--- config.mk ---
export PLATFORM = sky130hd
export DESIGN_NAME = cbr_regs
export DESIGN_NICKNAME = d
export VERILOG_FILES = /design/src/include/cbr_pkg.sv /design/src/rtl/cbr_regs.sv
export SDC_FILE = /design/constraint.sdc
export NUM_CORES = 1
export LEC_CHECK = 0
export BUFFER_PORTS_ARGS = -buffer_cell sky130_fd_sc_hd__buf_2
export CAP_MARGIN = 20
export CELL_PAD_IN_SITES_DETAIL_PLACEMENT = 0
export CELL_PAD_IN_SITES_GLOBAL_PLACEMENT = 1
export CORE_MARGIN = 2
export CORE_UTILIZATION = 43
export DETAILED_ROUTE_END_ITERATION = 10
export PLACE_DENSITY_LB_ADDON = 0.08
export RECOVER_POWER = 100
export SLEW_MARGIN = 20
export SYNTH_ARGS = -nofsm -noshare
export SYNTH_HDL_FRONTEND = slang
export SYNTH_SLANG_ARGS = --single-unit
--- constraint.sdc ---
create_clock -name core_clk -period 3.7 [get_ports core_clk]
set_clock_uncertainty 0.15 [all_clocks]
set_input_delay 0.37 -clock core_clk [delete_from_list [all_inputs] [get_ports core_clk]]
set_output_delay 0.37 -clock core_clk [all_outputs]
set_load 0.05 [all_outputs]
--- src/include/cbr_pkg.sv ---
// constants and types for the clock buffer configuration register bank
package cbr_pkg;
	// bus address: upper four bits fixed, lower three from the strap pins
	localparam logic [3:0] ADDR_HI = 4'hd;
	// register locations
	localparam logic [7:0] REG_OE = 8'h00;
	localparam logic [7:0] REG_PLL = 8'h01;
	localparam logic [7:0] REG_SLEW = 8'h02;
	localparam logic [7:0] REG_FREQ = 8'h03;
	localparam logic [7:0] REG_RSVD4 = 8'h04;
	localparam logic [7:0] REG_REVV = 8'h05;
	localparam logic [7:0] REG_TYPE = 8'h06;
	localparam logic [7:0] REG_CNT = 8'h07;
	// writable bit masks; every other bit keeps its power-up value
	localparam logic [7:0] OE_WMASK = 8'h6a;
	localparam logic [7:0] PLL_WMASK = 8'h3b;
	localparam logic [7:0] SLEW_WMASK = 8'h6a;
	localparam logic [7:0] FREQ_WMASK = 8'h39;
	localparam logic [7:0] CNT_WMASK = 8'h1f;
	// power-up values (pll byte bits 7:6 come from the strap latch)
	localparam logic [7:0] OE_RST = 8'hff;
	localparam logic [5:0] PLL_RST_LO = 6'h06;
	localparam logic [7:0] SLEW_RST = 8'hff;
	localparam logic [7:0] FREQ_RST = 8'hc7;
	localparam logic [7:0] RSVD4_VAL = 8'hff;
	localparam logic [7:0] CNT_RST = 8'h08;
	localparam logic [7:0] UNMAPPED_VAL = 8'h00;
	// field positions
	localparam int PLL_SW_BIT = 5;
	localparam int FREQ_EN_BIT = 5;
	localparam int FB_RATE_BIT = 0;
	// part type codes
	localparam logic [1:0] TYPE_CLOCK_GENERATOR = 2'h0;
	localparam logic [1:0] TYPE_ZERO_DELAY_BUFFER = 2'h1;
	// identity values: arbitrary neutral values
	localparam logic [3:0] REVISION_ID = 4'h1;
	localparam logic [3:0] VENDOR_ID = 4'ha;
	localparam logic [5:0] PART_IDENT = 6'h2a;
	// frequency choice applied while software selection is off
	localparam logic [1:0] FREQ_DEFAULT = 2'h0;
	// bit count of one byte on the wire
	localparam logic [3:0] BYTE_BITS = 4'h8;
	localparam logic [3:0] LAST_BIT = 4'h7;
	// byte-level controller states
	typedef enum logic [5:0]
	{
		ST_IDLE = 6'h01,
		ST_RX = 6'h02,
		ST_ACK = 6'h04,
		ST_TX = 6'h08,
		ST_HACK = 6'h10,
		ST_HWAIT = 6'h20
	} cbr_state_t;
	// which byte of a transfer is being received
	typedef enum logic [1:0]
	{
		STG_ADDR = 2'h0,
		STG_CMD = 2'h1,
		STG_COUNT = 2'h2,
		STG_DATA = 2'h3
	} cbr_stage_t;
endpackage

--- src/rtl/cbr_regs.sv ---
// two-wire slave and configuration register bank of the clock buffer
// Notes on behaviour
// the slew byte holds one edge bit per output at bits 6, 5, 3 and 1.
// a slew bit at 0 picks the slow edge, at 1 the fast, all bits start 1.
// bit 5 of the frequency byte enables software frequency choice, start 0.
// frequency bits 4:3 start 0 and act only with pll byte bit 5 set.
// the pll mode control bits act only while pll byte bit 5 is set.
// bit 0 of the frequency byte picks a 2.0 or 3.0 V/ns feedback edge.
// byte 5 is read-only, revision in bits 7:4 and vendor in bits 3:0.
// byte 6 is read-only, part type in bits 7:6 and part id in bits 5:0.
// the byte count register sets the read length, writable, starts at 8.
// count bits 7:5 are reserved zero, the count sits in bits 4:0.
// the part is a slave on one 7-bit address doing block reads and writes.
// the host may stop after any whole byte and the transfer just ends.
// pll byte bit 5 picks the software mode bits, else the latched bits.
// writes to read-only or reserved bits change nothing.
`timescale 1ns/1ps
module cbr_regs
(
	// clock and reset
	input wire logic core_clk,
	input wire logic rst,
	// bus pins
	input wire logic scl_in,
	input wire logic sda_in,
	output logic sda_out,
	output logic sda_oe,
	// straps sampled after reset
	input wire logic [2:0] addr_strap,
	input wire logic [1:0] pll_mode_strap,
	// configuration outputs
	output logic [3:0] out_enable,
	output logic [1:0] amplitude,
	output logic edge_rate_out_a,
	output logic edge_rate_out_b,
	output logic edge_rate_out_c,
	output logic edge_rate_out_d,
	output logic feedback_edge_rate,
	output logic freq_sw_enable,
	output logic freq_choice_hi,
	output logic freq_choice_lo,
	output logic pll_mode_sw_source,
	output logic [1:0] pll_mode,
	output logic [4:0] readback_count_field
);
	import cbr_pkg::*;

	typedef struct packed
	{
		cbr_state_t st;
		cbr_stage_t stage;
		logic rd;
		logic [3:0] bitcnt;
		logic [7:0] sh, ptr, rem;
		logic sda_drv;
		logic [2:0] scl_s, sda_s;
		logic scl_f, sda_f;
		logic strap_done;
		logic [2:0] addr_lo;
		logic [7:0] b0, b1, b2, b3, b7;
		logic [1:0] pll_eff, freq_eff;
	} cbr_st_t;
	cbr_st_t s, n;
	logic scl_rise, scl_fall, start_seen, stop_seen, ack;

	// keep only writable bits of a host byte, the rest holds
	function automatic logic [7:0] merge(input logic [7:0] d,
		input logic [7:0] m, input logic [7:0] keep);
		return (d & m) | (keep & ~m);
	endfunction
	// byte returned for a register location
	function automatic logic [7:0] reg_read(input cbr_st_t v);
		logic [7:0] r;
		r = UNMAPPED_VAL;
		if (v.ptr == REG_OE)
			r = v.b0;
		else if (v.ptr == REG_PLL)
			r = v.b1;
		else if (v.ptr == REG_SLEW)
			r = v.b2;
		else if (v.ptr == REG_FREQ)
			r = v.b3;
		else if (v.ptr == REG_RSVD4)
			r = RSVD4_VAL;
		else if (v.ptr == REG_REVV)
			r = {REVISION_ID, VENDOR_ID};
		else if (v.ptr == REG_TYPE)
			r = {TYPE_ZERO_DELAY_BUFFER, PART_IDENT};
		else if (v.ptr == REG_CNT)
			r = v.b7;
		return r;
	endfunction
	// next state: pin filtering, byte controller, register writes
	always_comb
	begin
		n = s;
		ack = 1'b0;
		// three-stage sync; the level changes once stages two and three agree
		n.scl_s = {s.scl_s[1:0], scl_in};
		n.sda_s = {s.sda_s[1:0], sda_in};
		if (s.scl_s[1] == s.scl_s[2])
			n.scl_f = s.scl_s[2];
		if (s.sda_s[1] == s.sda_s[2])
			n.sda_f = s.sda_s[2];
		scl_rise = n.scl_f & ~s.scl_f;
		scl_fall = s.scl_f & ~n.scl_f;
		start_seen = s.scl_f & n.scl_f & s.sda_f & ~n.sda_f;
		stop_seen = s.scl_f & n.scl_f & ~s.sda_f & n.sda_f;
		// straps caught once, on the first edge after reset release
		if (!s.strap_done)
		begin
			n.strap_done = 1'b1;
			n.addr_lo = addr_strap;
			n.b1[7:6] = pll_mode_strap;
		end
		// a stop ends any transfer cleanly, whatever byte it follows
		if (stop_seen)
		begin
			n.st = ST_IDLE;
			n.sda_drv = 1'b0;
		end
		else if (start_seen)
		begin
			n.st = ST_RX;
			n.stage = STG_ADDR;
			n.bitcnt = 4'h0;
			n.sda_drv = 1'b0;
		end
		else
		begin
			case (s.st)
				ST_RX:
				begin
					if (scl_rise)
					begin
						n.sh = {s.sh[6:0], n.sda_f};
						n.bitcnt = s.bitcnt + 4'h1;
					end
					else if (scl_fall && s.bitcnt == BYTE_BITS)
					begin
						n.bitcnt = 4'h0;
						n.st = ST_ACK;
						ack = 1'b1;
						case (s.stage)
							STG_ADDR:
							begin
								// only our one address is answered
								if (s.sh[7:1] != {ADDR_HI, s.addr_lo})
								begin
									ack = 1'b0;
									n.st = ST_IDLE;
								end
								n.rd = s.sh[0];
							end
							STG_CMD:
								n.ptr = s.sh;
							STG_COUNT:
								n.rem = s.sh;
							default:
							begin
								// bytes past the announced count are refused
								if (s.rem == 8'h00)
								begin
									ack = 1'b0;
									n.st = ST_IDLE;
								end
								else
								begin
									n.ptr = s.ptr + 8'h01;
									n.rem = s.rem - 8'h01;
									if (s.ptr == REG_OE)
										n.b0 = merge(s.sh, OE_WMASK, s.b0);
									else if (s.ptr == REG_PLL)
										n.b1 = merge(s.sh, PLL_WMASK, s.b1);
									else if (s.ptr == REG_SLEW)
										n.b2 = merge(s.sh, SLEW_WMASK, s.b2);
									else if (s.ptr == REG_FREQ)
										n.b3 = merge(s.sh, FREQ_WMASK, s.b3);
									else if (s.ptr == REG_CNT)
										n.b7 = merge(s.sh, CNT_WMASK, s.b7);
									// read-only and reserved locations ignore data
								end
							end
						endcase
						n.sda_drv = ack;
					end
				end
				ST_ACK:
				begin
					if (scl_fall)
					begin
						n.sda_drv = 1'b0;
						if (s.stage == STG_ADDR && s.rd)
						begin
							// a block read opens with the byte count
							n.sh = {3'h0, s.b7[4:0]};
							n.rem = {3'h0, s.b7[4:0]};
							n.st = ST_TX;
							n.bitcnt = 4'h0;
							n.sda_drv = ~n.sh[7];
						end
						else
						begin
							n.st = ST_RX;
							if (s.stage != STG_DATA)
								n.stage = cbr_stage_t'(s.stage + 2'h1);
						end
					end
				end
				ST_TX:
				begin
					// bits change only while the clock is low
					if (scl_fall)
					begin
						if (s.bitcnt == LAST_BIT)
						begin
							n.sda_drv = 1'b0;
							n.st = ST_HACK;
						end
						else
						begin
							n.sh = {s.sh[6:0], 1'b0};
							n.bitcnt = s.bitcnt + 4'h1;
							n.sda_drv = ~s.sh[6];
						end
					end
				end
				ST_HACK:
				begin
					// a host nack ends the read without error
					if (scl_rise)
						n.st = n.sda_f ? ST_IDLE : ST_HWAIT;
				end
				ST_HWAIT:
				begin
					if (scl_fall)
					begin
						if (s.rem == 8'h00)
							n.st = ST_IDLE;
						else
						begin
							n.sh = reg_read(s);
							n.ptr = s.ptr + 8'h01;
							n.rem = s.rem - 8'h01;
							n.bitcnt = 4'h0;
							n.sda_drv = ~n.sh[7];
							n.st = ST_TX;
						end
					end
				end
				default:
					n.st = ST_IDLE;
			endcase
		end
		// effective modes: software bits only count with the pll byte bit 5
		n.pll_eff = n.b1[PLL_SW_BIT] ? n.b1[4:3] : n.b1[7:6];
		n.freq_eff = (n.b3[FREQ_EN_BIT] && n.b1[PLL_SW_BIT]) ?
			n.b3[4:3] : FREQ_DEFAULT;
		// synchronous reset to power-up values; bus lines idle high
		if (rst)
		begin
			n = '0;
			n.st = ST_IDLE;
			n.stage = STG_ADDR;
			n.scl_s = 3'h7;
			n.sda_s = 3'h7;
			n.scl_f = 1'b1;
			n.sda_f = 1'b1;
			n.b0 = OE_RST;
			n.b1 = {2'h0, PLL_RST_LO};
			n.b2 = SLEW_RST;
			n.b3 = FREQ_RST;
			n.b7 = CNT_RST;
			n.freq_eff = FREQ_DEFAULT;
		end
	end
	// the one state register
	always_ff @(posedge core_clk)
	begin
		s <= n;
	end
	// outputs straight from state flops; the pin is only ever pulled low
	assign sda_out = 1'b0;
	assign sda_oe = s.sda_drv;
	assign out_enable = {s.b0[6], s.b0[5], s.b0[3], s.b0[1]};
	assign amplitude = s.b1[1:0];
	assign edge_rate_out_a = s.b2[1];
	assign edge_rate_out_b = s.b2[3];
	assign edge_rate_out_c = s.b2[5];
	assign edge_rate_out_d = s.b2[6];
	assign feedback_edge_rate = s.b3[FB_RATE_BIT];
	assign freq_sw_enable = s.b3[FREQ_EN_BIT];
	assign freq_choice_hi = s.freq_eff[1];
	assign freq_choice_lo = s.freq_eff[0];
	assign pll_mode_sw_source = s.b1[PLL_SW_BIT];
	assign pll_mode = s.pll_eff;
	assign readback_count_field = s.b7[4:0];
endmodule

==> metrics <==
run status=finished, violations left; failing checks=capacitance limit, slew limit; Die H=108 um; drt first pass iters=5; clk buf depth=2; Post-route DRC=0; Cell Rows=38; average footprint of a synthesized cell=7.90 um2; worst-path maximum fanout=16; Yosys reg bits=78; Core ar.=10700 um2; Compound-Gate Fraction of Synth Area=20.6%; Non-Filler Instances=737; GP Congestion=0.899; peak supply drop=0.265 mV; clock period minus worst slack=3.32 ns; Final Hold Vio Count=0; number of global-route vias before repair=4011; WS Path Type=reg -> reg; Synth Warn #=0; RSZ-0062 raised after global routing=no; PD cells=313 nW/um2; Final Slew Violations=40; Port Buffers=31; final setup fails=0; Synth Area in Simple Gates=27.4%; number of fill cells=1143; routed len/inst=18.2 um; HPWL after DPL=9.72 mm; setup TNS=0 ns; commonest non-fill, non-tap cell in the layout=nor2_1; busiest grt layer=met2; post-CTS setup buffer count=0; Synth area leaders=dfxtp_1, mux2i_1, nor2_1, nand2_1, a21oi_1; grt ovf=0; Final Cycle Share=89.7%; Post-Synthesis Cells=590; H-tree Lvls=3; crit path DAT=3.31 ns; placed cells=723; area taken by flip-flops and latches=1560 um2; Post-synth EDFFs=0; Multi-input gate area=2750 um2; Global Route met3 Usage=4.58%; Hold/Removal Path Class=in -> reg; grt met2 use=37.6%; CTS resizes=0; type of origin of the critical path=flip-flop; leak pwr=1.79 nW; post-synth top area share=33.5%; DR iter-0 viols=262; DR vias=4258; most frequent cells in the layout=nor2_1, dfxtp_1, nand2_1, a21oi_1, mux2i_1; layout cell share with drive strength beyond 1=8.38%; gr usage total=24.4%; largest net degree at the start of global routing=40; Die Width=108 um; Max-Cap Viols=1; Yosys cell types=72; CTS Hold Bufs=0; CTS clk-pin slew, worst paths=0.08 ns; Synth Flop Type=dfxtp_1; Synth Area in XOR/XNOR=0.940%; CTS tree=built; Num CTS Buffers=9; Total Die Area=11700 um2; root buf cell=clkbuf_8; worst-skew pair later-pin latency=0.37 ns; via-per-instance ratio=5.78; post-synthesis sequential area ratio=33.5%; Antenna Cells=0; Post-synth ARST share=0%; final core occ=46.1%; DRT antenna net count=0; Synth area leader=dfxtp_1; Cell Area, Synth=4660 um2; Initial Util=43.5%; Highest Clock Rate=301 MHz; Max-slew headroom=-39.9%; post-synthesis adder-cell area fraction=3.22%; initial antenna violation count=0; nets=615; CTS sink count=78; routed wire length=13.4 mm; largest family of logic cells by synthesized area=simple AND/OR/NAND/NOR gates; Synth Net Count=611; Worst Path Required=3.70 ns; Worst Setup End Kind=flip-flop; Area Growth Syn to Fin=5.96%; met1 Use GR=34.9%; IO Count=33; Worst-Margin Slew=2.10 ns; first-pass GRT wire length=21.9 mm; multiplexer share of the synthesized area=7.36%
[flip-flops by register name (all words and copies together), names as in the netlist]
register,flops
edge_rate_out_b,1
sda_oe,1
feedback_edge_rate,1
freq_choice_lo,1
out_enable,4
pll_mode_sw_source,1
freq_choice_hi,1
amplitude,2
edge_rate_out_a,1
edge_rate_out_c,1
edge_rate_out_d,1
s,55
readback_count_field,5
pll_mode,2
freq_sw_enable,1
[path summary, 6_finish.rpt]
| check | from | endpoint | slack, ns | depth (start not counted) |
|---|---|---|---|---|
| worst min-delay path | scl_in | s[53]$_SDFF_PP1_ | 0.03 | 2 |
| worst max-delay path | s[49]$_SDFF_PP1_ | s[57]$_SDFFE_PP0P_ | 0.38 | 6 |
| worst min register to register | s[50]$_SDFF_PP1_ | s[51]$_SDFF_PP1_ | 0.27 | 1 |
| worst max register to register | s[49]$_SDFF_PP1_ | s[57]$_SDFFE_PP0P_ | 0.38 | 6 |
[worst max-delay path, stage by stage, from the launching register on]
cell and delay (ns):
dfxtp_1 0.40, or3b_1 0.51, or3_1 0.52, a21o_1 0.25, or4_1 0.79, a221oi_1 0.37
a221oi_2 0.10
[cell usage after synthesis (all sizes together) (5+ instances only)]
master  count
a31oi       9
o31ai       5
ha         12
a211oi      5
nand3      25
o211ai      6
nor2b       7
a21oi      39
clkbuf     30
nor3       18
mux2i      32
nor2       79
nand2      51
and3        6
nor4       13
nand4       7
a22oi       8
nand2b      6
nand3b      5
o32ai       6
a21o        7
inv        16
dfxtp      78
o21ai      22
or2        12
buf        21
xor2        5
[area by class of cell]
| class | instances | share of cell area, % |
|---|---|---|
| Clock buffer | 11 | 2.86 |
| Inverter | 16 | 1.22 |
| Timing Repair Buffer | 44 | 4.06 |
| Multi-Input combinational cell | 445 | 55.7 |
| Clock inverter | 3 | 0.938 |
| Sequential cell | 78 | 31.6 |
| Tap cell | 140 | 3.55 |
[power breakdown]
part	internal, mW	switching (mW)	total [mW]
combinational	0.0156	0.0338	0.0494
clock	0.324	0.319	0.643
sequential	0.846	0.00768	0.854
total	1.19	0.361	1.55
[logic make-up (layout without fill, tap and decap cells)]
family,after synthesis,in the layout
AOI/OAI and AO/OA,141,141
xor gates and xnor gates,5,5
adders and majority gates,12,12
buffers and inverters,67,74
DFF,78,78
muxes,34,34
other,1,1
and+or+nand+nor,252,252
[per-stage QoR]
| stage | power, mW | hold slack, ns | instance area [um2] | setup WS, ns |
|---|---|---|---|---|
| 2_1_floorplan | 0.911 | 0.239 | 4660 | 0.902 |
| 3_3_place_gp | 0.924 | 0.257 | 4820 | 0.551 |
| 3_5_place_dp | 0.925 | 0.250 | 4820 | 0.465 |
| 4_1_cts | 1.58 | 0.0131 | 5010 | 0.447 |
| 5_1_grt | 1.61 | 0.0247 | 4940 | 0.188 |
| 6_report | 1.55 | 0.0328 | 4940 | 0.383 |
[layer usage]
| layer | routed length, um | share of wire [%] |
|---|---|---|
| met5 | 0 | 0 |
| met4 | 216 | 1.6 |
| met3 | 555 | 4.1 |
| met2 | 5940 | 44 |
| met1 | 6700 | 50 |
Note: power is estimated with default switching activity, not from simulation.
